<file path="src/rtl/zbpu_regs.vh">
`ifndef ZBPU_REGS_VH
`define ZBPU_REGS_VH

// Sign control field values (bit 0 is the low bit).
`define ZBPU_MODE_DEFAULT    2'h0
`define ZBPU_MODE_SEPSIGN    2'h1
`define ZBPU_MODE_UNDEF      2'h2
`define ZBPU_MODE_FORCEPOS   2'h3

// Field length width in bits.
`define ZBPU_LEN_W           8

// Packed sign codes that read as negative; all others of 1010..1111 are +.
`define ZBPU_SIGN_NEG_A      4'hb
`define ZBPU_SIGN_NEG_B      4'hd

// Preferred sign codes.
`define ZBPU_PREF_POS_ASCII  4'ha
`define ZBPU_PREF_NEG_ASCII  4'hb
`define ZBPU_PREF_POS_EBCDIC 4'hc
`define ZBPU_PREF_NEG_EBCDIC 4'hd

// Zone nibbles.
`define ZBPU_ZONE_ASCII      4'h3
`define ZBPU_ZONE_EBCDIC     4'hf

// Separate sign characters.
`define ZBPU_SCHR_POS_ASCII  8'h2b
`define ZBPU_SCHR_NEG_ASCII  8'h2d
`define ZBPU_SCHR_POS_EBCDIC 8'h4e
`define ZBPU_SCHR_NEG_EBCDIC 8'h60

// Overpunched character ranges and bases.
`define ZBPU_DIG_LO          8'h30
`define ZBPU_DIG_HI          8'h39
`define ZBPU_OP_POS_ZERO     8'h7b
`define ZBPU_OP_NEG_ZERO     8'h7d
`define ZBPU_OP_POS_LO       8'h41
`define ZBPU_OP_POS_HI       8'h49
`define ZBPU_OP_NEG_LO       8'h4a
`define ZBPU_OP_NEG_HI       8'h52
`define ZBPU_OP_POS_BASE     8'h40
`define ZBPU_OP_NEG_BASE     8'h49

`endif

</file>
<file path="src/rtl/zbpu_top.v">
// Operation
// - Default EBCDIC pack keeps low nibble as digit, no validity check.
// - Default EBCDIC pack takes sign from upper nibble of rightmost source byte.
// - Pack writes preferred sign: ASCII A/B, EBCDIC C/D.
// - Unknown source sign in pack may leave low result nibble any value.
// - Separate-sign pack treats rightmost source byte as a sign character.
// - Separate-sign pack strips zones, writes preferred sign code.
// - Both bits set: pack always writes preferred positive sign.
// - Unpack turns packed source into zoned result, right to left.
// - Short unpack source fills high result bytes with zone and zero.
// - Long unpack source drops excess high-order digits.
// - Unpack zones, sign characters, preferred signs follow charset.
// - ASCII default unpack writes overpunched sign and low-order digit.
// - Unknown sign in ASCII unpack may give any rightmost byte.
// - EBCDIC default unpack places preferred sign with low-order digit.
// - Separate-sign unpack writes sign character into rightmost byte.
// - Both bits set unpack writes sign character, flags fault if negative.
// - Six sign codes recognised; 1011 and 1101 negative, digits 0..9.
// - ASCII default pack decodes overpunched rightmost byte.
// - Short pack source pads zeros; long source drops high digits.
`include "zbpu_regs.vh"

module zbpu_top #(
    parameter LEN_W = `ZBPU_LEN_W
) (
    // Clock and reset
    input  wire             REF_CLK_I,
    input  wire             SYS_RST_I,
    // Operation request
    input  wire             START_I,
    input  wire             OP_UNPACK_I,
    input  wire [1:0]       SIGN_CTRL_I,
    input  wire             CHARSET_EBCDIC_I,
    input  wire [LEN_W-1:0] SRC_LEN_I,
    input  wire [LEN_W-1:0] RES_LEN_I,
    // Source field read
    output wire             SRC_RD_O,
    output wire [LEN_W-1:0] SRC_IDX_O,
    input  wire [7:0]       SRC_DATA_I,
    // Result field write
    output wire             RES_WR_O,
    output wire [LEN_W-1:0] RES_IDX_O,
    output wire [7:0]       RES_DATA_O,
    // Status
    output wire             BUSY_O,
    output wire             DONE_O,
    output wire             DEC_FAULT_O
);

    localparam [1:0] S_IDLE = 2'h0;
    localparam [1:0] S_HEAD = 2'h1;
    localparam [1:0] S_GET  = 2'h2;
    localparam [1:0] S_USE  = 2'h3;

    reg [1:0]       state_q;
    reg             unpack_q;
    reg [1:0]       mode_q;
    reg             ebcdic_q;
    reg             head_src_q;
    reg [LEN_W-1:0] src_left_q;
    reg [LEN_W-1:0] src_idx_q;
    reg [LEN_W-1:0] res_left_q;
    reg [LEN_W-1:0] res_idx_q;
    reg             hold_vld_q;
    reg [3:0]       hold_q;
    reg             nib_hi_q;
    reg [3:0]       acc_q;
    reg             fault_q;
    reg             rd_q;
    reg             wr_q;
    reg [7:0]       wdata_q;
    reg             busy_q;
    reg             done_q;
    reg             fault_out_q;

    wire [7:0] head_byte;
    wire [3:0] pk_sign;
    wire [3:0] pk_lsd;
    wire       pk_lsd_vld;
    wire [7:0] up_byte0;
    wire       up_neg;
    wire       up_lsd_used;
    wire [3:0] zone;

    reg        emit;
    reg  [3:0] digit;

    // A zero-length source acts as a positive zero.
    assign head_byte = head_src_q ? SRC_DATA_I : 8'h00;

    zbpu_sign_xlat u_xlat (
        .mode_i        (mode_q),
        .ebcdic_i      (ebcdic_q),
        .byte_i        (head_byte),
        .pk_sign_o     (pk_sign),
        .pk_lsd_o      (pk_lsd),
        .pk_lsd_vld_o  (pk_lsd_vld),
        .up_byte0_o    (up_byte0),
        .up_neg_o      (up_neg),
        .up_lsd_used_o (up_lsd_used),
        .zone_o        (zone)
    );

    // Digit supply: a held digit first, then source bytes, then zeros.
    always @*
    begin
        emit  = 1'b0;
        digit = 4'h0;
        if (state_q == S_USE)
        begin
            emit  = 1'b1;
            digit = SRC_DATA_I[3:0];
        end
        else if (state_q == S_GET && res_left_q != {LEN_W{1'b0}})
        begin
            if (hold_vld_q)
            begin
                emit  = 1'b1;
                digit = hold_q;
            end
            else if (src_left_q == {LEN_W{1'b0}})
            begin
                emit  = 1'b1;
                digit = 4'h0;
            end
        end
    end

    always @(posedge REF_CLK_I or posedge SYS_RST_I)
    begin
        if (SYS_RST_I)
        begin
            state_q     <= S_IDLE;
            unpack_q    <= 1'b0;
            mode_q      <= 2'h0;
            ebcdic_q    <= 1'b0;
            head_src_q  <= 1'b0;
            src_left_q  <= {LEN_W{1'b0}};
            src_idx_q   <= {LEN_W{1'b0}};
            res_left_q  <= {LEN_W{1'b0}};
            res_idx_q   <= {LEN_W{1'b0}};
            hold_vld_q  <= 1'b0;
            hold_q      <= 4'h0;
            nib_hi_q    <= 1'b0;
            acc_q       <= 4'h0;
            fault_q     <= 1'b0;
            rd_q        <= 1'b0;
            wr_q        <= 1'b0;
            wdata_q     <= 8'h00;
            busy_q      <= 1'b0;
            done_q      <= 1'b0;
            fault_out_q <= 1'b0;
        end
        else
        begin
            rd_q        <= 1'b0;
            wr_q        <= 1'b0;
            done_q      <= 1'b0;
            fault_out_q <= 1'b0;
            case (state_q)
                S_IDLE:
                begin
                    if (START_I)
                    begin
                        unpack_q   <= OP_UNPACK_I;
                        mode_q     <= SIGN_CTRL_I;
                        ebcdic_q   <= CHARSET_EBCDIC_I;
                        head_src_q <= (SRC_LEN_I != {LEN_W{1'b0}});
                        res_left_q <= RES_LEN_I;
                        res_idx_q  <= RES_LEN_I - 1'b1;
                        src_idx_q  <= SRC_LEN_I - 1'b1;
                        fault_q    <= 1'b0;
                        hold_vld_q <= 1'b0;
                        if (RES_LEN_I == {LEN_W{1'b0}})
                            done_q <= 1'b1;
                        else
                        begin
                            busy_q  <= 1'b1;
                            rd_q    <= (SRC_LEN_I != {LEN_W{1'b0}});
                            state_q <= S_HEAD;
                        end
                    end
                end
                S_HEAD:
                begin
                    src_idx_q  <= src_idx_q - 1'b1;
                    src_left_q <= head_src_q ? src_idx_q : {LEN_W{1'b0}};
                    state_q    <= S_GET;
                    if (!unpack_q)
                    begin
                        // Sign goes to the low nibble of the rightmost byte.
                        acc_q      <= pk_sign;
                        nib_hi_q   <= 1'b1;
                        hold_q     <= pk_lsd;
                        hold_vld_q <= pk_lsd_vld;
                    end
                    else
                    begin
                        // Rightmost result byte carries the sign.
                        wr_q       <= 1'b1;
                        wdata_q    <= up_byte0;
                        hold_q     <= head_byte[7:4];
                        hold_vld_q <= ~up_lsd_used;
                        fault_q    <= (mode_q == `ZBPU_MODE_FORCEPOS) &&
                                      up_neg;
                        res_left_q <= res_left_q - 1'b1;
                    end
                end
                S_GET:
                begin
                    if (res_left_q == {LEN_W{1'b0}})
                    begin
                        // Excess source bytes are never read.
                        busy_q      <= 1'b0;
                        done_q      <= 1'b1;
                        fault_out_q <= fault_q;
                        state_q     <= S_IDLE;
                    end
                    else if (hold_vld_q)
                        hold_vld_q <= 1'b0;
                    else if (src_left_q != {LEN_W{1'b0}})
                    begin
                        rd_q       <= 1'b1;
                        src_left_q <= src_left_q - 1'b1;
                        state_q    <= S_USE;
                    end
                end
                S_USE:
                begin
                    src_idx_q <= src_idx_q - 1'b1;
                    state_q   <= S_GET;
                    if (unpack_q)
                    begin
                        // High nibble of a packed byte is the next digit.
                        hold_q     <= SRC_DATA_I[7:4];
                        hold_vld_q <= 1'b1;
                    end
                end
                default:
                    state_q <= S_IDLE;
            endcase

            if (emit)
            begin
                if (unpack_q)
                begin
                    wr_q       <= 1'b1;
                    wdata_q    <= {zone, digit};
                    res_left_q <= res_left_q - 1'b1;
                end
                else if (nib_hi_q)
                begin
                    wr_q       <= 1'b1;
                    wdata_q    <= {digit, acc_q};
                    res_left_q <= res_left_q - 1'b1;
                    nib_hi_q   <= 1'b0;
                end
                else
                begin
                    acc_q    <= digit;
                    nib_hi_q <= 1'b1;
                end
            end

            // Result index steps left after each byte leaves.
            if (wr_q)
                res_idx_q <= res_idx_q - 1'b1;
        end
    end

    assign SRC_RD_O    = rd_q;
    assign SRC_IDX_O   = src_idx_q;
    assign RES_WR_O    = wr_q;
    assign RES_IDX_O   = res_idx_q;
    assign RES_DATA_O  = wdata_q;
    assign BUSY_O      = busy_q;
    assign DONE_O      = done_q;
    assign DEC_FAULT_O = fault_out_q;

endmodule

</file>
<file path="src/rtl/zbpu_sign_xlat.v">
`include "zbpu_regs.vh"

module zbpu_sign_xlat (
    // Selection
    input  wire [1:0] mode_i,
    input  wire       ebcdic_i,
    // Rightmost source byte
    input  wire [7:0] byte_i,
    // Pack view
    output reg  [3:0] pk_sign_o,
    output reg  [3:0] pk_lsd_o,
    output reg        pk_lsd_vld_o,
    // Unpack view
    output reg  [7:0] up_byte0_o,
    output reg        up_neg_o,
    output reg        up_lsd_used_o,
    output wire [3:0] zone_o
);

    reg       pk_neg;
    reg [7:0] op_diff;

    function is_neg;
        input [3:0] nib;
        begin
            is_neg = (nib == `ZBPU_SIGN_NEG_A) || (nib == `ZBPU_SIGN_NEG_B);
        end
    endfunction

    function [3:0] pref_sign;
        input neg;
        input ebc;
        begin
            if (ebc)
                pref_sign = neg ? `ZBPU_PREF_NEG_EBCDIC : `ZBPU_PREF_POS_EBCDIC;
            else
                pref_sign = neg ? `ZBPU_PREF_NEG_ASCII : `ZBPU_PREF_POS_ASCII;
        end
    endfunction

    function [7:0] sign_char;
        input neg;
        input ebc;
        begin
            if (ebc)
                sign_char = neg ? `ZBPU_SCHR_NEG_EBCDIC : `ZBPU_SCHR_POS_EBCDIC;
            else
                sign_char = neg ? `ZBPU_SCHR_NEG_ASCII : `ZBPU_SCHR_POS_ASCII;
        end
    endfunction

    assign zone_o = ebcdic_i ? `ZBPU_ZONE_EBCDIC : `ZBPU_ZONE_ASCII;

    always @*
    begin
        pk_neg       = 1'b0;
        pk_lsd_o     = byte_i[3:0];
        pk_lsd_vld_o = 1'b1;
        op_diff      = byte_i - `ZBPU_OP_NEG_BASE;
        case (mode_i)
            `ZBPU_MODE_SEPSIGN:
            begin
                pk_neg       = (byte_i == sign_char(1'b1, ebcdic_i));
                pk_lsd_vld_o = 1'b0;
            end
            `ZBPU_MODE_FORCEPOS:
            begin
                pk_neg = 1'b0;
            end
            default:
            begin
                if (ebcdic_i)
                    pk_neg = is_neg(byte_i[7:4]);
                else if (byte_i == `ZBPU_OP_POS_ZERO)
                    pk_lsd_o = 4'h0;
                else if (byte_i == `ZBPU_OP_NEG_ZERO)
                begin
                    pk_neg   = 1'b1;
                    pk_lsd_o = 4'h0;
                end
                else if (byte_i >= `ZBPU_OP_NEG_LO &&
                         byte_i <= `ZBPU_OP_NEG_HI)
                begin
                    pk_neg   = 1'b1;
                    pk_lsd_o = op_diff[3:0];
                end
            end
        endcase
        pk_sign_o = pref_sign(pk_neg, ebcdic_i);
    end

    always @*
    begin
        up_neg_o      = is_neg(byte_i[3:0]);
        up_lsd_used_o = ~mode_i[0];
        if (mode_i[0])
            up_byte0_o = sign_char(up_neg_o, ebcdic_i);
        else if (ebcdic_i)
            up_byte0_o = {pref_sign(up_neg_o, 1'b1), byte_i[7:4]};
        else if (byte_i[7:4] == 4'h0)
            up_byte0_o = up_neg_o ? `ZBPU_OP_NEG_ZERO : `ZBPU_OP_POS_ZERO;
        else if (up_neg_o)
            up_byte0_o = `ZBPU_OP_NEG_BASE + {4'h0, byte_i[7:4]};
        else
            up_byte0_o = `ZBPU_OP_POS_BASE + {4'h0, byte_i[7:4]};
    end

endmodule

</file>
<file path="config.mk">
export PLATFORM = sky130hd
export DESIGN_NAME = zbpu_top
export DESIGN_NICKNAME = d
export VERILOG_FILES = /design/src/rtl/zbpu_top.v /design/src/rtl/zbpu_sign_xlat.v
export VERILOG_INCLUDE_DIRS = /design/src /design/src/rtl
export SDC_FILE = /design/constraint.sdc
export NUM_CORES = 1
export LEC_CHECK = 0
export ABC_AREA = 1
export ABC_CLOCK_PERIOD_IN_PS = 2350
export BUFFER_PORTS_ARGS = -buffer_cell sky130_fd_sc_hd__buf_2
export CELL_PAD_IN_SITES_DETAIL_PLACEMENT = 0
export CELL_PAD_IN_SITES_GLOBAL_PLACEMENT = 1
export CORE_UTILIZATION = 43
export CTS_BUF_LIST = sky130_fd_sc_hd__clkbuf_4 sky130_fd_sc_hd__clkbuf_8
export CTS_CLUSTER_SIZE = 10
export DETAILED_ROUTE_END_ITERATION = 7
export MAX_ROUTING_LAYER = met4
export PLACE_DENSITY = 0.92
export SLEW_MARGIN = 20
export SYNTH_ARGS = -nofsm -noshare
export SYNTH_HDL_FRONTEND = slang
export SYNTH_SLANG_ARGS = --single-unit
</file>
<file path="constraint.sdc">
create_clock -name REF_CLK_I -period 2.35 [get_ports REF_CLK_I]
set_input_delay 0.235 -clock REF_CLK_I [delete_from_list [all_inputs] [get_ports REF_CLK_I]]
set_output_delay 0.235 -clock REF_CLK_I [all_outputs]
set_load 0.02 [all_outputs]
</file>
; Word level (Yosys, flattened, before mapping)
; Index checks and enable logic that the tools add are counted.
[classes]
n_reduce_logical = 31
muxes = 102
div_mod_pow = 0
addsub = 9
n_mul = 0
n_eq_ne = 22
n_lt_le_gt_ge = 2
n_bitwise = 0
shift = 0
[ops]
columns = cell, count
row1 = 8-bit two-way mux, 25
row2 = 4-bit two-way mux, 17
row3 = 8-bit case mux with 2 select lines, 3
row4 = "8-bit by 1-bit subtractor with 8-bit output, second input constant", 6
row5 = 1-bit two-way mux, 40
row6 = 8-bit zero test, 3
row7 = 8-bit nonzero test, 3
row8 = "7-bit by 4-bit adder with 8-bit output, first input constant", 2
row9 = "4-bit == test, second input constant", 4
row10 = "8-bit by 7-bit == test with 1-bit output, second input constant", 2
row11 = 2-bit nonzero test, 7
row12 = "2-bit inequality test, second input constant", 6
row13 = 4-bit AND reduction, 3
row14 = 2-bit two-way mux, 5
row15 = 1-bit case mux with 2 select lines, 5
row16 = 8-bit == test, 1
row17 = "8-bit by 7-bit >= comparator with 1-bit output, second input constant", 1
row18 = "8-bit by 7-bit less-or-equal comparator with 1-bit output, second input constant", 1
row19 = 4-bit case mux with 2 select lines, 1
row20 = 2-bit AND reduction, 4
row21 = 7-bit two-way mux, 1
row22 = "2-bit == test, second input constant", 3
row23 = 3-bit two-way mux, 2
row24 = 6-bit two-way mux, 1
row25 = other kinds (13), 20
[totals]
latch_bits = 0
ramBits = 0
in_bits = 31
regBits = 63
elab_cells = 186
memories = 0
output_inout_bits = 29
mem_bits_ro = 0

; Longest topological paths before layout
; Gate-level depths: netlist of run 1.
[logic_depth]
word_depth = 15
depth_mapped = 18
ltp_nobuf = 17

; By module
; Synthesis of run 1 repeated with hierarchy kept, for this count alone.
[hier_totals]
cells_unflattened = 717
hier_area_um2 = 4829.6
[by_module_without_submodules]
columns = module, instances, area_each_um2, cells_each
row1 = zbpu_top, 1, 4071.4, 581
row2 = zbpu_sign_xlat, 1, 758.2, 136

; Worst setup path before layout of run 1
; Ideal clock, no wire load.
[synth_timing]
path_type = reg2reg
startpoint = register head_src_q
endpoint = register wdata_q[2] (netlist: RES_DATA_O[2])
arrival_ns = 1.875
t_required_ns = 2.226
period_less_slack_ns = 1.999
path_slack_ns = 0.351
path_stages_with_launch = 13
path_cell_list = dfrtp_1 -> buf_4 -> nand2_1 -> inv_1 -> ha_1 -> nand3_1 -> nand2_1 -> buf_4 -> ha_1 -> a22oi_1 -> o21ai_0 -> nand2_1 -> nand3_1
[synth_between]
elab_chain_len = 12
elab_cells_between_ends = 20
[synth_lines]
columns = item, line
row1 = from (decl), zbpu_top.v:59  ; reg head_src_q;
row2 = from (signal assigned), zbpu_top.v:168  ; head_src_q <= (SRC_LEN_I != {LEN_W{1'b0}});
row3 = 8-bit two-way mux *, zbpu_top.v:89  ; assign head_byte = head_src_q ? SRC_DATA_I : 8'h00;
row4 = "parallel branches: the longest is 5 deep, another holds 7-bit by 4-bit adder with 8-bit output", n/a
row5 = 8-bit two-way mux *, zbpu_sign_xlat.v:96  ; if (mode_i[0])
row6 = 8-bit two-way mux *, zbpu_top.v:189  ; if (!unpack_q)
row7 = 8-bit two-way mux *, zbpu_top.v:160  ; case (state_q)
row8 = 8-bit two-way mux, zbpu_top.v:251  ; else if (nib_hi_q)
row9 = 8-bit two-way mux, zbpu_top.v:245  ; if (unpack_q)
row10 = 8-bit two-way mux *, zbpu_top.v:243  ; if (emit)
row11 = to (signal assigned), zbpu_top.v:201  ; wdata_q <= up_byte0;
row12 = to (signal assigned), zbpu_top.v:248  ; wdata_q <= {zone, digit};
row13 = to (signal assigned), zbpu_top.v:254  ; wdata_q <= {digit, acc_q};
row14 = to (decl), zbpu_top.v:71  ; reg [7:0] wdata_q;
; Every way passes the cells marked *.
; A chain may end at the register's enable or synchronous reset.

; Final worst setup path of run 1
[layout_timing]
startpoint = register res_left_q[0]
endpoint = register res_left_q[4]
[layout_between]
elab_chain_len = 6
elab_cells_between_ends = 10
[layout_lines]
columns = item, line
row1 = from (decl), zbpu_top.v:62  ; reg [LEN_W-1:0] res_left_q;
row2 = from (signal assigned), zbpu_top.v:140  ; res_left_q <= {LEN_W{1'b0}};
row3 = from (signal assigned), zbpu_top.v:206  ; res_left_q <= res_left_q - 1'b1;
row4 = from (signal assigned), zbpu_top.v:249  ; res_left_q <= res_left_q - 1'b1;
row5 = 8-bit by 1-bit subtractor with 8-bit output, "zbpu_top.v:206, zbpu_top.v:249, zbpu_top.v:255"
row6 = 8-bit two-way mux, zbpu_top.v:189
row7 = 8-bit case mux with 2 select lines, zbpu_top.v:160
row8 = 8-bit two-way mux, zbpu_top.v:251
row9 = 8-bit two-way mux, zbpu_top.v:245
row10 = 8-bit two-way mux *, zbpu_top.v:243
; Mark *: on every way between the ends. The rest lies on a longest branch, timed or not.

==> results by stage, run 1 <==
Logic synthesis:
- The synthesized design devotes to its leading area cell type 36.4% of total area.
- The mapped cell area is 4330 um2.
- For this run, asynchronously set or reset flops after synthesis account for 100%.
- The number of different library cells used by synthesis comes to 38.
- Synthesis produced 619 cells.
- The post-synth net total is 666.
- The predominant post-synthesis flop cell is sky130_fd_sc_hd__dfrtp_1.
- The register area share after synthesis is 36.4%.
- During synthesis, Yosys emitted a total of 0 warnings.
- The leading area contributor after synthesis is sky130_fd_sc_hd__dfrtp_1.
- The flip-flop and latch count after synthesis is 63.
- The mean area per synthesized cell is 6.99 um2.
- After synthesis, the cell types taking the most area are sky130_fd_sc_hd__dfrtp_1 36%, sky130_fd_sc_hd__nand2_1 13%, sky130_fd_sc_hd__o21ai_0 8.4%.
- The number of enable-type register cells in the synthesized netlist is 0.

Critical path:
- Traced cell by cell, the critical path runs through inv_1 > ha_1 > nand2_1 > nor2_2 > nand3_2 > nand2_2 > nor2_4 > nor2_4 > nor2_4 > inv_2 > nand2_1 > o21ai_0 > inv_1.
- The worst register-to-register path has a depth of 13.
- The slowest stage cell on the critical path is sky130_fd_sc_hd__dfrtp_1.
- The most critical setup path has its endpoint at res_left_q[4]$_DFF_PP0_.
- The critical path contains buffers and inverters numbering 3 combined.
- The critical path crosses 13 cells after its start point.
- In this design, the largest share of critical-path delay is due to simple AND/OR/NAND/NOR gates.
- Data on the critical path is required at its endpoint by 2.58 ns.
- The worst register-to-register path begins at res_left_q[0]$_DFF_PP0_.
- The worst register-to-register path ends at res_left_q[4]$_DFF_PP0_.
- The critical path in this run is classified as flip-flop to flip-flop.
- The flop-to-flop setup slack is 0.25 ns.
- The most repeated library cell on the critical path is sky130_fd_sc_hd__nor2_4.
- The critical path's largest stage delay is 0.38 ns.
- The category of the worst setup path launch point is a flip-flop.
- The launching instance or port of the critical path is res_left_q[0]$_DFF_PP0_.
- The highest fanout seen on the critical path is 13.
- The data arrival time of the critical path is 2.33 ns.
- The worst setup path is captured at a flip-flop.

Drt:
- In this run, the number of DRC markers left after iteration 0 of detailed routing was 157.
- The number of detailed-routing iterations run before antenna repair is 4.
- The final layout contains routed wiring with a total length of 11500 um.
- In the final routed layout, each cell accounts on average for 13.9 um.
- The via count is 4313.
- The count of nets left with antenna violations after detail routing is 0.
- The total DRC errors in the routed layout is 0.
- After detailed routing, the number of vias per cell comes to 5.22.

Worst hold path:
- The kind of path behind the tightest hold check is primary input to flip-flop.

Timing:
- Setup repair after global routing left no endpoint under its margin.
- The count of final hold-check violations came to 0.
- The top achievable clock speed is 476 MHz.
- Subtracting the final worst setup slack from the clock period gives 2.10 ns.
- The count of final max-slew check failures was 0.
- In this run the tightest slew margin relative to its limit is 56.3%.
- The post-route setup TNS is 0 ns.
- Between clock sinks in the finished design, the worst skew comes to 0.0120 ns.
- The total setup violations reported at the end of the flow is 0.
- The period utilization is 89.4%.
- The transition time at the pin with the least slew margin is 0.649 ns.

GRT:
- Global routing consumed, on the met1 layer, 34.3% of the routing resources.
- The via count of the first global-routing pass came to 3946.
- The first-pass GRT wire length is 19200 um.
- The pin count of the biggest net entering global routing is 42.
- The initial antenna violation count came to 0.
- The overall fraction of global-route tracks in use is 24.3%.
- The met2 global-route usage is 36.4%.
- The remaining global-route overflow is 0.
- The busiest layer in global routing is met2.
- Global routing used 3.15% of the available met3 tracks.

Finish:
- The library cell used most frequently in the layout, excluding fill and tap cells, is sky130_fd_sc_hd__nand2_1.
- The number of antenna diodes in the final layout is 0.
- The count of non-filler cells in the finished layout is 827.
- The share of post-route cells with drive strength above 1 is 15.4%.
- The filler cell count is 1001.
- The area growth from synthesis to layout is 16.2%.
- The net count of the finished layout is 736.
- The top cell types in the final layout, fill and taps aside, are 150 x sky130_fd_sc_hd__nand2_1, 88 x sky130_fd_sc_hd__inv_1, 73 x sky130_fd_sc_hd__o21ai_0, 62 x sky130_fd_sc_hd__dfrtp_1, 59 x sky130_fd_sc_hd__buf_2.

Clock network:
- The TritonCTS clock tree is yes.
- The clock reaches the later pin of the worst-skew pair after 0.35 ns.
- The total CTS buffers is 9.
- Clock-pin slew was measured on the worst setup and hold paths at 0.08 ns.
- The total number of clock tree sinks is 63.
- The number of post-CTS setup repair buffers is 0.
- In this run the deepest clock path goes through 2 buffers.
- The H-tree was split into 3 levels.
- The tree is rooted in a sky130_fd_sc_hd__clkbuf_8.

Power and ir drop:
- The total power divided by cell area is 1430 nW/um2.
- The worst vdd rail ir drop is 0.000586 V.
- The leakage power summed over all cells is 0.00257 uW.

Die:
- The number of top-level pins is 60.
- The horizontal extent of the die is 102 um.
- The core region is 9770 um2.
- The die is 102 um tall.
- The floorplan step defined a die boundary enclosing 10500 um2.
- In this run the core area contains 36 standard-cell rows.
- Once the floorplan was initialized, standard cells occupied 44.3% of the core.

Place:
- The half-perimeter wire length after placement is 8900 um.
- Routability-driven placement finished with a final weighted congestion of 0.876.
- The port buffer count is 59.
- After detailed placement, the design holds a cell count of 810.

Status:
- The flow ran to the end, and the final reports show no timing, DRC or antenna violations.

Job:
- The tool flagged a number of max-cap violations equal to 0.
==> worst register-to-register path, delay by kind of cell, from the launching register on <==
kind / cells / cell delay, ns
simple gates: 8 / 0.90
buf+inv: 3 / 0.41
flops: 1 / 0.38
fa+ha+maj: 1 / 0.21
compound gates: 1 / 0.09
==> synthesized netlist by cell type, types with 3 or more instances <==
library cell and instances:
sky130_fd_sc_hd__nand4_1 10, sky130_fd_sc_hd__o31ai_1 3, sky130_fd_sc_hd__xnor2_1 3, sky130_fd_sc_hd__nor4_1 3
sky130_fd_sc_hd__ha_1 16, sky130_fd_sc_hd__nand3_1 44, sky130_fd_sc_hd__nor2_4 3, sky130_fd_sc_hd__buf_2 5
sky130_fd_sc_hd__clkbuf_1 9, sky130_fd_sc_hd__nand2_1 150, sky130_fd_sc_hd__o211ai_1 8, sky130_fd_sc_hd__nor3_1 4
sky130_fd_sc_hd__buf_4 3, sky130_fd_sc_hd__nor2_1 55, sky130_fd_sc_hd__dfrtp_1 63, sky130_fd_sc_hd__a21oi_1 21
sky130_fd_sc_hd__inv_1 89, sky130_fd_sc_hd__o22ai_1 13, sky130_fd_sc_hd__a22oi_1 4, sky130_fd_sc_hd__xor2_1 14
sky130_fd_sc_hd__a31oi_1 3, sky130_fd_sc_hd__o21ai_0 73
==> worst min-delay path by stage <==
stage               cells after the start  slack, ns                         to        startpoint
floorplan                               2       0.36       ebcdic_q$_DFFE_PP0P_  CHARSET_EBCDIC_I
global placement                        2       0.30  src_left_q[5]$_DFFE_PP0P_         SYS_RST_I
detailed placement                      2       0.30         SRC_RD_O$_DFF_PP0_         SYS_RST_I
CTS                                     3       0.09       ebcdic_q$_DFFE_PP0P_  CHARSET_EBCDIC_I
global route                            3       0.12      mode_q[1]$_DFFE_PP0P_    SIGN_CTRL_I[1]
finish                                  3        0.1       ebcdic_q$_DFFE_PP0P_  CHARSET_EBCDIC_I
==> routing by layer <==
metal | wire [um] | share of wire (%) | up-vias
li1 | - | - | 2182
met1 | 5650 | 49 | 2020
met2 | 5230 | 46 | 94
met3 | 453 | 3.9 | 17
met4 | 161 | 1.4 | 0
met5 | 0 | 0 | -
==> registers in the layout (all words and copies together), names as in the netlist, 2 cells and up, named ones only <==
| register | cells |
|---|---|
| RES_DATA_O | 8 |
| RES_IDX_O | 8 |
| SRC_IDX_O | 8 |
| acc_q | 4 |
| hold_q | 4 |
| mode_q | 2 |
| res_left_q | 8 |
| src_left_q | 8 |
| state_q | 2 |
==> per-stage QoR <==
| stage | hold slack (ns) | total power [uW] | setup WS, ns | area, um2 | utilization (%) |
|---|---|---|---|---|---|
| after floorplan | 0.356 | 5140 | 0.351 | 4330 | - |
| after global placement | 0.297 | 6210 | 0.203 | 4830 | 49.5 |
| after detailed placement | 0.304 | 6310 | 0.163 | 4830 | 49.5 |
| after CTS | 0.0915 | 7230 | 0.137 | 5020 | 51.4 |
| after global routing | 0.121 | 7950 | 0.0538 | 5030 | 51.4 |
| final | 0.0951 | 7200 | 0.249 | 5030 | 51.4 |
==> report_power, final <==
part,total [uW],switching (uW),internal [uW]
Combinational,4250,2790,1460
Clock,889,498,391
Sequential,2060,436,1620
==> what timing repair did <==
| item | 4_1_cts | 5_1_grt |
|---|---|---|
| endpoints found under the hold margin | 22 | 0 |
| hold buffers | 1 | 0 |
| setup endpoints to repair | 0 | 5 |
| resized for setup | 0 | 1 |
==> final cells by class <==
class	count	area, um2	area share [%]
inverters	91	342	6.80
clock buffers	9	124	2.46
well taps	133	166	3.31
flip-flops and latches	63	1580	31.4
repair buffers	77	445	8.86
multi-input cells	447	2310	46.1
clock inverters	7	56.3	1.12
==> cells by family (layout without fill, tap and decap cells) <==
kind of cell / Yosys count / in the layout / synth area share [%]
AO/OA/AOI/OAI: 135 / 135 / 17.7
XOR/XNOR: 17 / 17 / 3.44
adder cells (fa/ha/maj): 16 / 16 / 4.63
buffers and inverters: 109 / 184 / 10.0
flip-flops: 63 / 63 / 36.4
multiplexers: 2 / 2 / 0.463
AND/OR/NAND/NOR: 277 / 277 / 27.3
(Power assumes the default switching activity.)
==> run 2: changes to the inputs <==
--- a/config.mk
+++ b/config.mk
@@ -6,17 +6,17 @@
 export SDC_FILE = /design/constraint.sdc
 export NUM_CORES = 1
 export LEC_CHECK = 0
-export ABC_AREA = 1
+export ABC_AREA = 0
 export ABC_CLOCK_PERIOD_IN_PS = 2350
 export BUFFER_PORTS_ARGS = -buffer_cell sky130_fd_sc_hd__buf_2
 export CELL_PAD_IN_SITES_DETAIL_PLACEMENT = 0
 export CELL_PAD_IN_SITES_GLOBAL_PLACEMENT = 1
-export CORE_UTILIZATION = 43
+export CORE_UTILIZATION = 45
 export CTS_BUF_LIST = sky130_fd_sc_hd__clkbuf_4 sky130_fd_sc_hd__clkbuf_8
 export CTS_CLUSTER_SIZE = 10
 export DETAILED_ROUTE_END_ITERATION = 7
 export MAX_ROUTING_LAYER = met4
-export PLACE_DENSITY = 0.92
+export PLACE_DENSITY = 0.91
 export SLEW_MARGIN = 20
 export SYNTH_ARGS = -nofsm -noshare
 export SYNTH_HDL_FRONTEND = slang
==> run 2 against run 1 <==
Compared with the run above: first-iteration DRC count grew 120%; die area grew 0.14%; combinational power grew 2%; clock skew grew 0.0046 ns; global-route usage grew 2.6 points; non-clock buffer count grew 20; fmax shrank 7.2%; cell count shrank 9.3%; register-to-register slack lost 0.16 ns; synthesized cell count shrank 13%; critical path type unchanged; critical endpoint is now hold_q[3]$_DFFE_PP0P_; largest power group unchanged.
==> results by stage, run 2 <==
Status:
- Result of the run: completed (unchanged).

Clock network:
- The total number of clock tree sinks is 63 (unchanged).
- The depth of the CTS H-tree was 3 (unchanged).
- The number of buffers on the longest clock path is 2 (unchanged).
- The insertion delay of the later-clocked pin in the worst-skew pair came to 0.35 ns (about the same).
- The total CTS buffers is 9 (unchanged).
- The clock edge transition at the registers on the reported setup and hold paths is 0.09 ns (was 0.08 ns).
- The TritonCTS clock tree is yes (unchanged).
- The clock tree root buffer cell is sky130_fd_sc_hd__clkbuf_8 (unchanged).

Power and ir drop:
- The sequential power share is 28.0% (was 28.6%).
- The sum of internal, switching and leakage power came to 7340 uW (was 7200 uW).
- The total power divided by cell area came to 1360 nW/um2 (was 1430 nW/um2).
- The switching power as a share of total power is 48.6% (was 51.8%).
- The worst vdd rail ir drop is 0.000693 V (was 0.000586 V).
- The power share of the combinational group came to 58.9% (was 59.0%).
- The leakage power summed over all cells is 0.00234 uW (was 0.00257 uW).
- The design internal power is 3770 uW (was 3470 uW).
- The total net switching power came to 3560 uW (was 3730 uW).
- The clock share of power is 13.1% (was 12.4%).

Timing:
- The count of final hold-check violations was 0 (unchanged).
- The final setup skew is 0.0166 ns (was 0.0120 ns).
- The worst relative slew slack was 46.1% (was 56.3%).
- The post-route setup TNS is 0 ns (unchanged).
- The total setup violations reported at the end of the flow is 0 (unchanged).
- The post-route worst hold slack was 0.0841 ns (was 0.0951 ns).
- The transition time at the pin with the least slew margin is 0.802 ns (was 0.649 ns).
- The top achievable clock speed is 442 MHz (was 476 MHz).
- The post-route minimum period came to 2.26 ns (was 2.10 ns).
- The count of final max-slew check failures is 0 (unchanged).
- The period utilization is 96.4% (was 89.4%).
- Unrepaired setup endpoints after global routing: true (was false).

Critical path:
- The worst endpoint required time is 2.57 ns (was 2.58 ns).
- List of cells traversed by the critical path: buf_4 > buf_4 > nand2_1 > inv_1 > ha_2 > a32o_2 > a221o_1 > and3_1 > o31a_1 (was inv_1 > ha_1 > nand2_1 > nor2_2 > nand3_2 > nand2_2 > nor2_4 > nor2_4 > nor2_4 > inv_2 > nand2_1 > o21ai_0 > inv_1).
- The critical path buffer and inverter count is 3 (unchanged).
- The kind of cell adding the most delay to the critical path is compound AO/OA/AOI/OAI gates (was simple AND/OR/NAND/NOR gates).
- The capturing instance or port of the critical path was hold_q[3]$_DFFE_PP0P_ (was res_left_q[4]$_DFF_PP0_).
- The element type at the critical path end is a flip-flop (unchanged).
- The highest fanout seen on the critical path is 10 (was 13).
- The endpoint of the worst-slack reg-to-reg timing path is hold_q[3]$_DFFE_PP0P_ (was res_left_q[4]$_DFF_PP0_).
- The data arrival time of the critical path is 2.48 ns (was 2.33 ns).
- The slowest stage cell on the critical path is sky130_fd_sc_hd__dfrtp_1 (unchanged).
- The category of the critical setup timing path is flip-flop to flip-flop (unchanged).
- The most repeated library cell on the critical path is sky130_fd_sc_hd__buf_4 (was sky130_fd_sc_hd__nor2_4).
- The category of the worst setup path launch point is a flip-flop (unchanged).
- The origin of the critical flop-to-flop path is head_src_q$_DFFE_PP0P_ (was res_left_q[0]$_DFF_PP0_).
- The critical path depth in cells is 9 (was 13).
- The critical path's largest stage delay is 0.42 ns (was 0.38 ns).
- The depth of the most critical reg-to-reg path is 9 (was 13).
- The flop-to-flop setup slack came to 0.09 ns (was 0.25 ns).
- The launching instance or port of the critical path is head_src_q$_DFFE_PP0P_ (was res_left_q[0]$_DFF_PP0_).

Drt:
- The number of detailed-routing iterations run before antenna repair is 5 (was 4).
- The via count is 4664 (was 4313).
- The average routed wire per standard cell is 17.6 um (was 13.9 um).
- The total DRC errors in the routed layout is 0 (unchanged).
- The count of nets left with antenna violations after detail routing came to 0 (unchanged).
- The DRC marker count from the first detailed-route iteration is 343 (was 157).
- The wire length after detailed routing is 13200 um (was 11500 um).
- The detail-routed via count per cell is 6.22 (was 5.22).

Finish:
- The area growth from synthesis to layout is 18.9% (was 16.2%).
- The net count of the finished layout is 659 (was 736).
- The core occupancy in the finished layout was 55.1% (was 51.4%).
- The leading cell type in the layout, fill and taps excluded was sky130_fd_sc_hd__dfrtp_1 (was sky130_fd_sc_hd__nand2_1).
- The share of post-route cells with drive strength above 1 came to 22.2% (was 15.4%).
- The number of diodes was 0 (unchanged).
- Top library cells by usage in the layout, fill and taps aside: 63 x sky130_fd_sc_hd__dfrtp_1, 59 x sky130_fd_sc_hd__buf_2, 49 x sky130_fd_sc_hd__nand2_1, 38 x sky130_fd_sc_hd__nor2_1, 35 x sky130_fd_sc_hd__buf_4 (was 150 x sky130_fd_sc_hd__nand2_1, 88 x sky130_fd_sc_hd__inv_1, 73 x sky130_fd_sc_hd__o21ai_0, 62 x sky130_fd_sc_hd__dfrtp_1, 59 x sky130_fd_sc_hd__buf_2).
- The filler cell count came to 913 (was 1001).

Logic synthesis:
- The predominant post-synthesis flop cell is sky130_fd_sc_hd__dfrtp_1 (unchanged).
- The most used standard cell by instance count after synthesis is sky130_fd_sc_hd__dfrtp_1 (was sky130_fd_sc_hd__nand2_1).
- The adder-cell share of the synthesized area is 4.42% (was 4.63%).
- The fraction of registers with async set/reset was 100% (unchanged).
- The dominant combinational cell family by area after synthesis is compound AO/OA/AOI/OAI gates (was simple AND/OR/NAND/NOR gates).
- The flip-flop and latch count after synthesis was 63 (unchanged).
- The number of enable-type register cells in the synthesized netlist is 0 (unchanged).
- The register area share after synthesis was 34.8% (was 36.4%).
- The post-synth net total is 585 (was 666).
- The count of distinct cell types in the synthesized netlist is 74 (was 38).
- The leading area contributor after synthesis was sky130_fd_sc_hd__dfrtp_1 (unchanged).
- The mapped cell area is 4530 um2 (was 4330 um2).
- The share of the synthesized netlist area taken by xor and xnor gates is 1.74% (was 3.44%).
- The portion of synthesized cell area occupied by the leading cell type is 34.8% (was 36.4%).
- The mux share of post-synthesis cell area is 4.86% (was 0.463%).
- The mean area per synthesized cell is 8.43 um2 (was 6.99 um2).
- Dominant cells by area after synthesis: sky130_fd_sc_hd__dfrtp_1 35%, sky130_fd_sc_hd__ha_1 4.4%, sky130_fd_sc_hd__nand2_1 4.1% (was sky130_fd_sc_hd__dfrtp_1 36%, sky130_fd_sc_hd__nand2_1 13%, sky130_fd_sc_hd__o21ai_0 8.4%).
- Most common library cells after synthesis: 63 x sky130_fd_sc_hd__dfrtp_1, 49 x sky130_fd_sc_hd__nand2_1, 38 x sky130_fd_sc_hd__nor2_1, 31 x sky130_fd_sc_hd__a21oi_1, 23 x sky130_fd_sc_hd__o21ai_1 (was 150 x sky130_fd_sc_hd__nand2_1, 89 x sky130_fd_sc_hd__inv_1, 73 x sky130_fd_sc_hd__o21ai_0, 63 x sky130_fd_sc_hd__dfrtp_1, 55 x sky130_fd_sc_hd__nor2_1).
- The complex-gate fraction of the synthesized area came to 26.9% (was 17.7%).
- The number of warnings issued by yosys is 0 (unchanged).
- The fraction of the mapped netlist area in simple logic gates is 22.4% (was 27.3%).
- The number of cells produced by synthesis was 538 (was 619).

GRT:
- The via count of the first global-routing pass is 4228 (was 3946).
- The first-pass GRT wire length is 21100 um (was 19200 um).
- The remaining global-route overflow was 0 (unchanged).
- The overall fraction of global-route tracks in use is 26.8% (was 24.3%).
- The initial antenna violation count was 0 (unchanged).
- The pin count of the biggest net entering global routing came to 64 (was 42).

Place:
- The half-perimeter wire length after placement is 9720 um (was 8900 um).
- The port buffer count was 59 (unchanged).
- The final weighted congestion in routability-driven placement came to 0.911 (was 0.876).

Die:
- The number of rows in the core area is 36 (unchanged).
- The core footprint came to 9770 um2 (unchanged).
- The starting density of the core was 46.4% (was 44.3%).
- The die span in y was 102 um (about the same).
- The number of top-level pins is 60 (unchanged).
- The horizontal extent of the die is 102 um (about the same).
- The full die area was 10500 um2 (about the same).

Worst hold path:
- The kind of path behind the tightest hold check is primary input to flip-flop (unchanged).

Job:
- The number of max-cap violations is 0 (unchanged).
==> run 2: area by class of cell <==
cell class	count	area [um2]	share of cell area, %
Clock buffer	9	124	2.30
Tap cell	133	166	3.09
Multi-Input combinational cell	421	2770	51.3
Timing Repair Buffer	97	608	11.3
Sequential cell	63	1580	29.3
Inverter	20	75.1	1.39
Clock inverter	7	72.6	1.35
==> run 2: cell families (layout without fill, tap and decap cells) <==
group | after synthesis | in the layout
AOI/OAI and AO/OA | 175 | 175
muxes | 21 | 21
buffers and inverters | 54 | 133
and+or+nand+nor | 200 | 200
xor gates and xnor gates | 9 | 9
DFF | 63 | 63
adders and majority gates | 16 | 16
==> run 2: worst reg2reg max path: stages, from the launching register on <==
cell and delay [ns]:
sky130_fd_sc_hd__dfrtp_1 0.42, sky130_fd_sc_hd__buf_4 0.15, sky130_fd_sc_hd__buf_4 0.16, sky130_fd_sc_hd__nand2_1 0.08
sky130_fd_sc_hd__inv_1 0.05, sky130_fd_sc_hd__ha_2 0.18, sky130_fd_sc_hd__a32o_2 0.25, sky130_fd_sc_hd__a221o_1 0.40
sky130_fd_sc_hd__and3_1 0.19, sky130_fd_sc_hd__o31a_1 0.27
==> run 2: routing by layer <==
layer	vias up	part of all wire (%)	GRT usage, %
li1	2189	-	-
met1	2253	44	35.2
met2	197	48	41.6
met3	25	5.9	4.92
met4	0	2.1	9.34
met5	-	0	-
==> run 2: power by group through the flow <==
stage / sequential (uW) / clock, uW / combinational (uW)
5_1_grt: 2130 / 1020 / 4750
3_5_place_dp: 2060 / 0 / 4210
6_report: 2050 / 960 / 4320
2_1_floorplan: 2090 / 0 / 2860
3_3_place_gp: 2030 / 0 / 4110
4_1_cts: 2040 / 975 / 4240
==> run 2: repair_timing <==
item | 4_1_cts | 5_1_grt
pin swaps | 1 | 2
setup buffers | 2 | 3
resized for setup | 1 | 7
setup endpoints to repair | 1 | 8
hold buffers | 1 | 0
hold endpoints to repair | 63 | 0
==> run 2: worst min-delay path by stage <==
stage                      from                  endpoint  slack, ns  cells past startpoint
5_1_grt        CHARSET_EBCDIC_I      ebcdic_q$_DFFE_PP0P_       0.08                      3
6_report         SIGN_CTRL_I[1]     mode_q[1]$_DFFE_PP0P_       0.08                      3
3_3_place_gp          SYS_RST_I  SRC_IDX_O[0]$_DFFE_PP0P_       0.33                      3
4_1_cts        CHARSET_EBCDIC_I      ebcdic_q$_DFFE_PP0P_       0.07                      3
3_5_place_dp          SYS_RST_I  SRC_IDX_O[0]$_DFFE_PP0P_       0.33                      3
2_1_floorplan  CHARSET_EBCDIC_I      ebcdic_q$_DFFE_PP0P_       0.34                      2
==> run 2: per-stage QoR <==
step | setup slack [ns] | area [um2] | instances
2_1_floorplan | 0.00198 | 4540 | 538
3_3_place_gp | 0.128 | 5120 | 728
3_5_place_dp | -0.0582 | 5120 | 728
4_1_cts | 0.0163 | 5340 | 747
5_1_grt | 0.00134 | 5390 | 750
6_report | 0.0853 | 5390 | 750
==> run 3: changes to the inputs <==
--- a/config.mk
+++ b/config.mk
@@ -7,7 +7,7 @@
 export NUM_CORES = 1
 export LEC_CHECK = 0
 export ABC_AREA = 0
-export ABC_CLOCK_PERIOD_IN_PS = 2350
+export ABC_CLOCK_PERIOD_IN_PS = 2600
 export BUFFER_PORTS_ARGS = -buffer_cell sky130_fd_sc_hd__buf_2
 export CELL_PAD_IN_SITES_DETAIL_PLACEMENT = 0
 export CELL_PAD_IN_SITES_GLOBAL_PLACEMENT = 1
==> constraint.sdc (replaced) <==
create_clock -name REF_CLK_I -period 2.6 [get_ports REF_CLK_I]
set_input_delay 0.26 -clock REF_CLK_I [delete_from_list [all_inputs] [get_ports REF_CLK_I]]
set_output_delay 0.26 -clock REF_CLK_I [all_outputs]
set_load 0.02 [all_outputs]
==> run 3 against run 2 <==
Compared with the run above: sequential cell count did not move; total power is 12% lower; sequential power shrank 9%; utilization fell by 1.7 points; critical path type unchanged; largest cell class unchanged.
==> results by stage, run 3 (synthesis results as in run 2) <==
Clock network:
- The depth of the CTS H-tree is 3 (unchanged).
- The insertion delay of the later-clocked pin in the worst-skew pair came to 0.36 ns (was 0.35 ns).
- The clock tree root buffer cell is sky130_fd_sc_hd__clkbuf_8 (unchanged).
- The total CTS buffers is 9 (unchanged).
- The count of hold buffers inserted by post-cts repair is 0 (was 1).
- The total number of clock tree sinks is 63 (unchanged).
- The number of buffers on the longest clock path is 2 (unchanged).
- The TritonCTS clock tree is yes (unchanged).
- The clock edge transition at the registers on the reported setup and hold paths is 0.08 ns (was 0.09 ns).

Power and ir drop:
- The total net switching power came to 3190 uW (was 3560 uW).
- The sequential power share is 29.0% (was 28.0%).
- The power share of the combinational group is 58.9% (about the same).
- The leakage power summed over all cells is 0.00227 uW (was 0.00234 uW).
- The switching power as a share of total power is 49.5% (was 48.6%).
- The worst vdd rail ir drop is 0.000639 V (was 0.000693 V).
- The design internal power is 3260 uW (was 3770 uW).
- The total power divided by cell area is 1240 nW/um2 (was 1360 nW/um2).
- The clock share of power was 12.1% (was 13.1%).

Timing:
- The count of final max-slew check failures is 0 (unchanged).
- The total setup violations reported at the end of the flow is 0 (unchanged).
- The post-route minimum period is 2.38 ns (was 2.26 ns).
- The post-route worst hold slack was 0.0936 ns (was 0.0841 ns).
- The post-route setup TNS is 0 ns (unchanged).
- The transition time at the pin with the least slew margin is 0.816 ns (was 0.802 ns).
- The worst relative slew slack is 45.6% (was 46.1%).
- Unrepaired setup endpoints after global routing: false (was true).
- The count of final hold-check violations is 0 (unchanged).
- The top achievable clock speed came to 420 MHz (was 442 MHz).
- The period utilization was 91.7% (was 96.4%).
- The final setup skew is 0.0102 ns (was 0.0166 ns).

Drt:
- The total DRC errors in the routed layout came to 0 (unchanged).
- The wire length after detailed routing was 13100 um (was 13200 um).
- The number of detailed-routing iterations run before antenna repair is 5 (unchanged).
- The detail-routed via count per cell is 6.28 (was 6.22).
- The DRC marker count from the first detailed-route iteration came to 310 (was 343).
- The count of nets left with antenna violations after detail routing was 0 (unchanged).
- The average routed wire per standard cell was 17.7 um (was 17.6 um).
- The via count is 4631 (was 4664).

Place:
- The half-perimeter wire length after placement is 9510 um (was 9720 um).
- The port buffer count is 59 (unchanged).
- The final weighted congestion in routability-driven placement is 1.04 (was 0.911).

Critical path:
- The most repeated library cell on the critical path is sky130_fd_sc_hd__ha_1 (was sky130_fd_sc_hd__buf_4).
- List of cells traversed by the critical path: nand2_1 > inv_1 > ha_1 > mux2i_1 > nor2_2 > ha_1 > a32o_1 > a311oi_1 > a211o_1 (was buf_4 > buf_4 > nand2_1 > inv_1 > ha_2 > a32o_2 > a221o_1 > and3_1 > o31a_1).
- The slowest stage cell on the critical path is sky130_fd_sc_hd__dfrtp_1 (unchanged).
- The element type at the critical path end is a flip-flop (unchanged).
- The category of the worst setup path launch point is a flip-flop (unchanged).
- The critical path's largest stage delay is 0.41 ns (was 0.42 ns).
- The worst endpoint required time was 2.90 ns (was 2.57 ns).
- The highest fanout seen on the critical path is 5 (was 10).
- The data arrival time of the critical path is 2.69 ns (was 2.48 ns).
- The category of the critical setup timing path is flip-flop to flip-flop (unchanged).

Die:
- The starting density of the core is 46.4% (unchanged).
- The core footprint is 9770 um2 (unchanged).
- The horizontal extent of the die is 102 um (unchanged).
- The number of top-level pins was 60 (unchanged).
- The number of rows in the core area was 36 (unchanged).
- The die span in y is 102 um (unchanged).
- The full die area is 10500 um2 (unchanged).

GRT:
- The first-pass GRT wire length is 21200 um (was 21100 um).
- The via count of the first global-routing pass came to 4304 (was 4228).
- The overall fraction of global-route tracks in use came to 27.0% (was 26.8%).
- The initial antenna violation count is 0 (unchanged).
- The pin count of the biggest net entering global routing is 64 (unchanged).
- The remaining global-route overflow is 0 (unchanged).

Finish:
- Top library cells by usage in the layout, fill and taps aside: 63 x sky130_fd_sc_hd__dfrtp_1, 59 x sky130_fd_sc_hd__buf_2, 49 x sky130_fd_sc_hd__nand2_1, 38 x sky130_fd_sc_hd__nor2_1, 31 x sky130_fd_sc_hd__a21oi_1 (was 63 x sky130_fd_sc_hd__dfrtp_1, 59 x sky130_fd_sc_hd__buf_2, 49 x sky130_fd_sc_hd__nand2_1, 38 x sky130_fd_sc_hd__nor2_1, 35 x sky130_fd_sc_hd__buf_4).
- The net count of the finished layout is 646 (was 659).
- The area growth from synthesis to layout is 15.1% (was 18.9%).
- The leading cell type in the layout, fill and taps excluded is sky130_fd_sc_hd__dfrtp_1 (unchanged).
- The share of post-route cells with drive strength above 1 came to 19.7% (was 22.2%).
- The number of diodes was 0 (unchanged).

Status:
- Result of the run: completed (unchanged).

Job:
- The number of max-cap violations is 0 (unchanged).

Worst hold path:
- The kind of path behind the tightest hold check is primary input to flip-flop (unchanged).
==> run 3: cell types whose count changed in the layout (fill, tap and decap cells not counted), sizes merged <==
cell / delta
buf: -12
bufinv: -1
clkinvlp: -1
clkbuf: +3
dlygate4sd3: -1
inv: -1
==> run 3: metrics by stage <==
stage	instance area (um2)	std cells	util, %	setup slack, ns	total power [uW]
after floorplan	4530	538	-	0.134	4470
after global placement	5040	720	51.5	0.345	5500
after detailed placement	5040	720	51.5	0.124	5620
after CTS	5200	736	53.3	0.123	6410
after global routing	5220	737	53.4	0.0446	6930
final	5220	737	53.4	0.216	6450
==> run 3: repair_timing <==
action,CTS,global route
buffers inserted,0,1
endpoints found under the setup margin,0,1
gates resized for setup,0,2
==> run 3: layer usage <==
metal  wire length [um]  vias to the layer above  track usage [%]  share of wire [%]
met1               5710                     2237             34.1                 44
met4                346                        0             13.0                2.6
met5                  0                        -                -                  0
met2               6260                      192             42.0                 48
li1                   -                     2160                -                  -
met3                756                       42             4.65                5.8
==> run 3: final timing paths <==
| check | start | end | slack (ns) | cells after the start |
|---|---|---|---|---|
| hold / removal | CHARSET_EBCDIC_I | ebcdic_q$_DFFE_PP0P_ | 0.09 | 3 |
| min in group asynchronous | SYS_RST_I | SRC_IDX_O[1]$_DFFE_PP0P_ | 0.12 | 3 |
| setup reg to reg | head_src_q$_DFFE_PP0P_ | RES_DATA_O[3]$_DFF_PP0_ | 0.22 | 9 |
| max in group asynchronous | SYS_RST_I | hold_vld_q$_DFFE_PP0P_ | 1.93 | 3 |
| setup / recovery | head_src_q$_DFFE_PP0P_ | RES_DATA_O[3]$_DFF_PP0_ | 0.22 | 9 |
| hold reg to reg | RES_DATA_O[3]$_DFF_PP0_ | RES_DATA_O[3]$_DFF_PP0_ | 0.51 | 1 |
==> run 3: layout make-up <==
type | instances | area, um2
clock buffer | 12 | 146
timing repair buffer | 84 | 483
fill | 949 | 4560
inverter | 20 | 75.1
sequential | 63 | 1580
multi-input combinational | 421 | 2750
clock inverter | 4 | 22.5
tap | 133 | 166
==> run 3: worst max-delay path: cells and delay by family (launching register included) <==
family                   cells  cell delay, ns
buffers and inverters        1            0.09
multiplexers                 1            0.41
flip-flops                   1            0.41
AO/OA/AOI/OAI                3            0.68
AND/OR/NAND/NOR              2            0.31
adder cells (fa/ha/maj)      2            0.41
==> run 3: power groups by stage <==
stage	Combinational [uW]	Sequential, uW	Clock (uW)
after detailed placement	3740	1880	0
after floorplan	2580	1890	0
after CTS	3760	1860	791
after global routing	4170	1930	824
final	3800	1870	780
after global placement	3650	1860	0
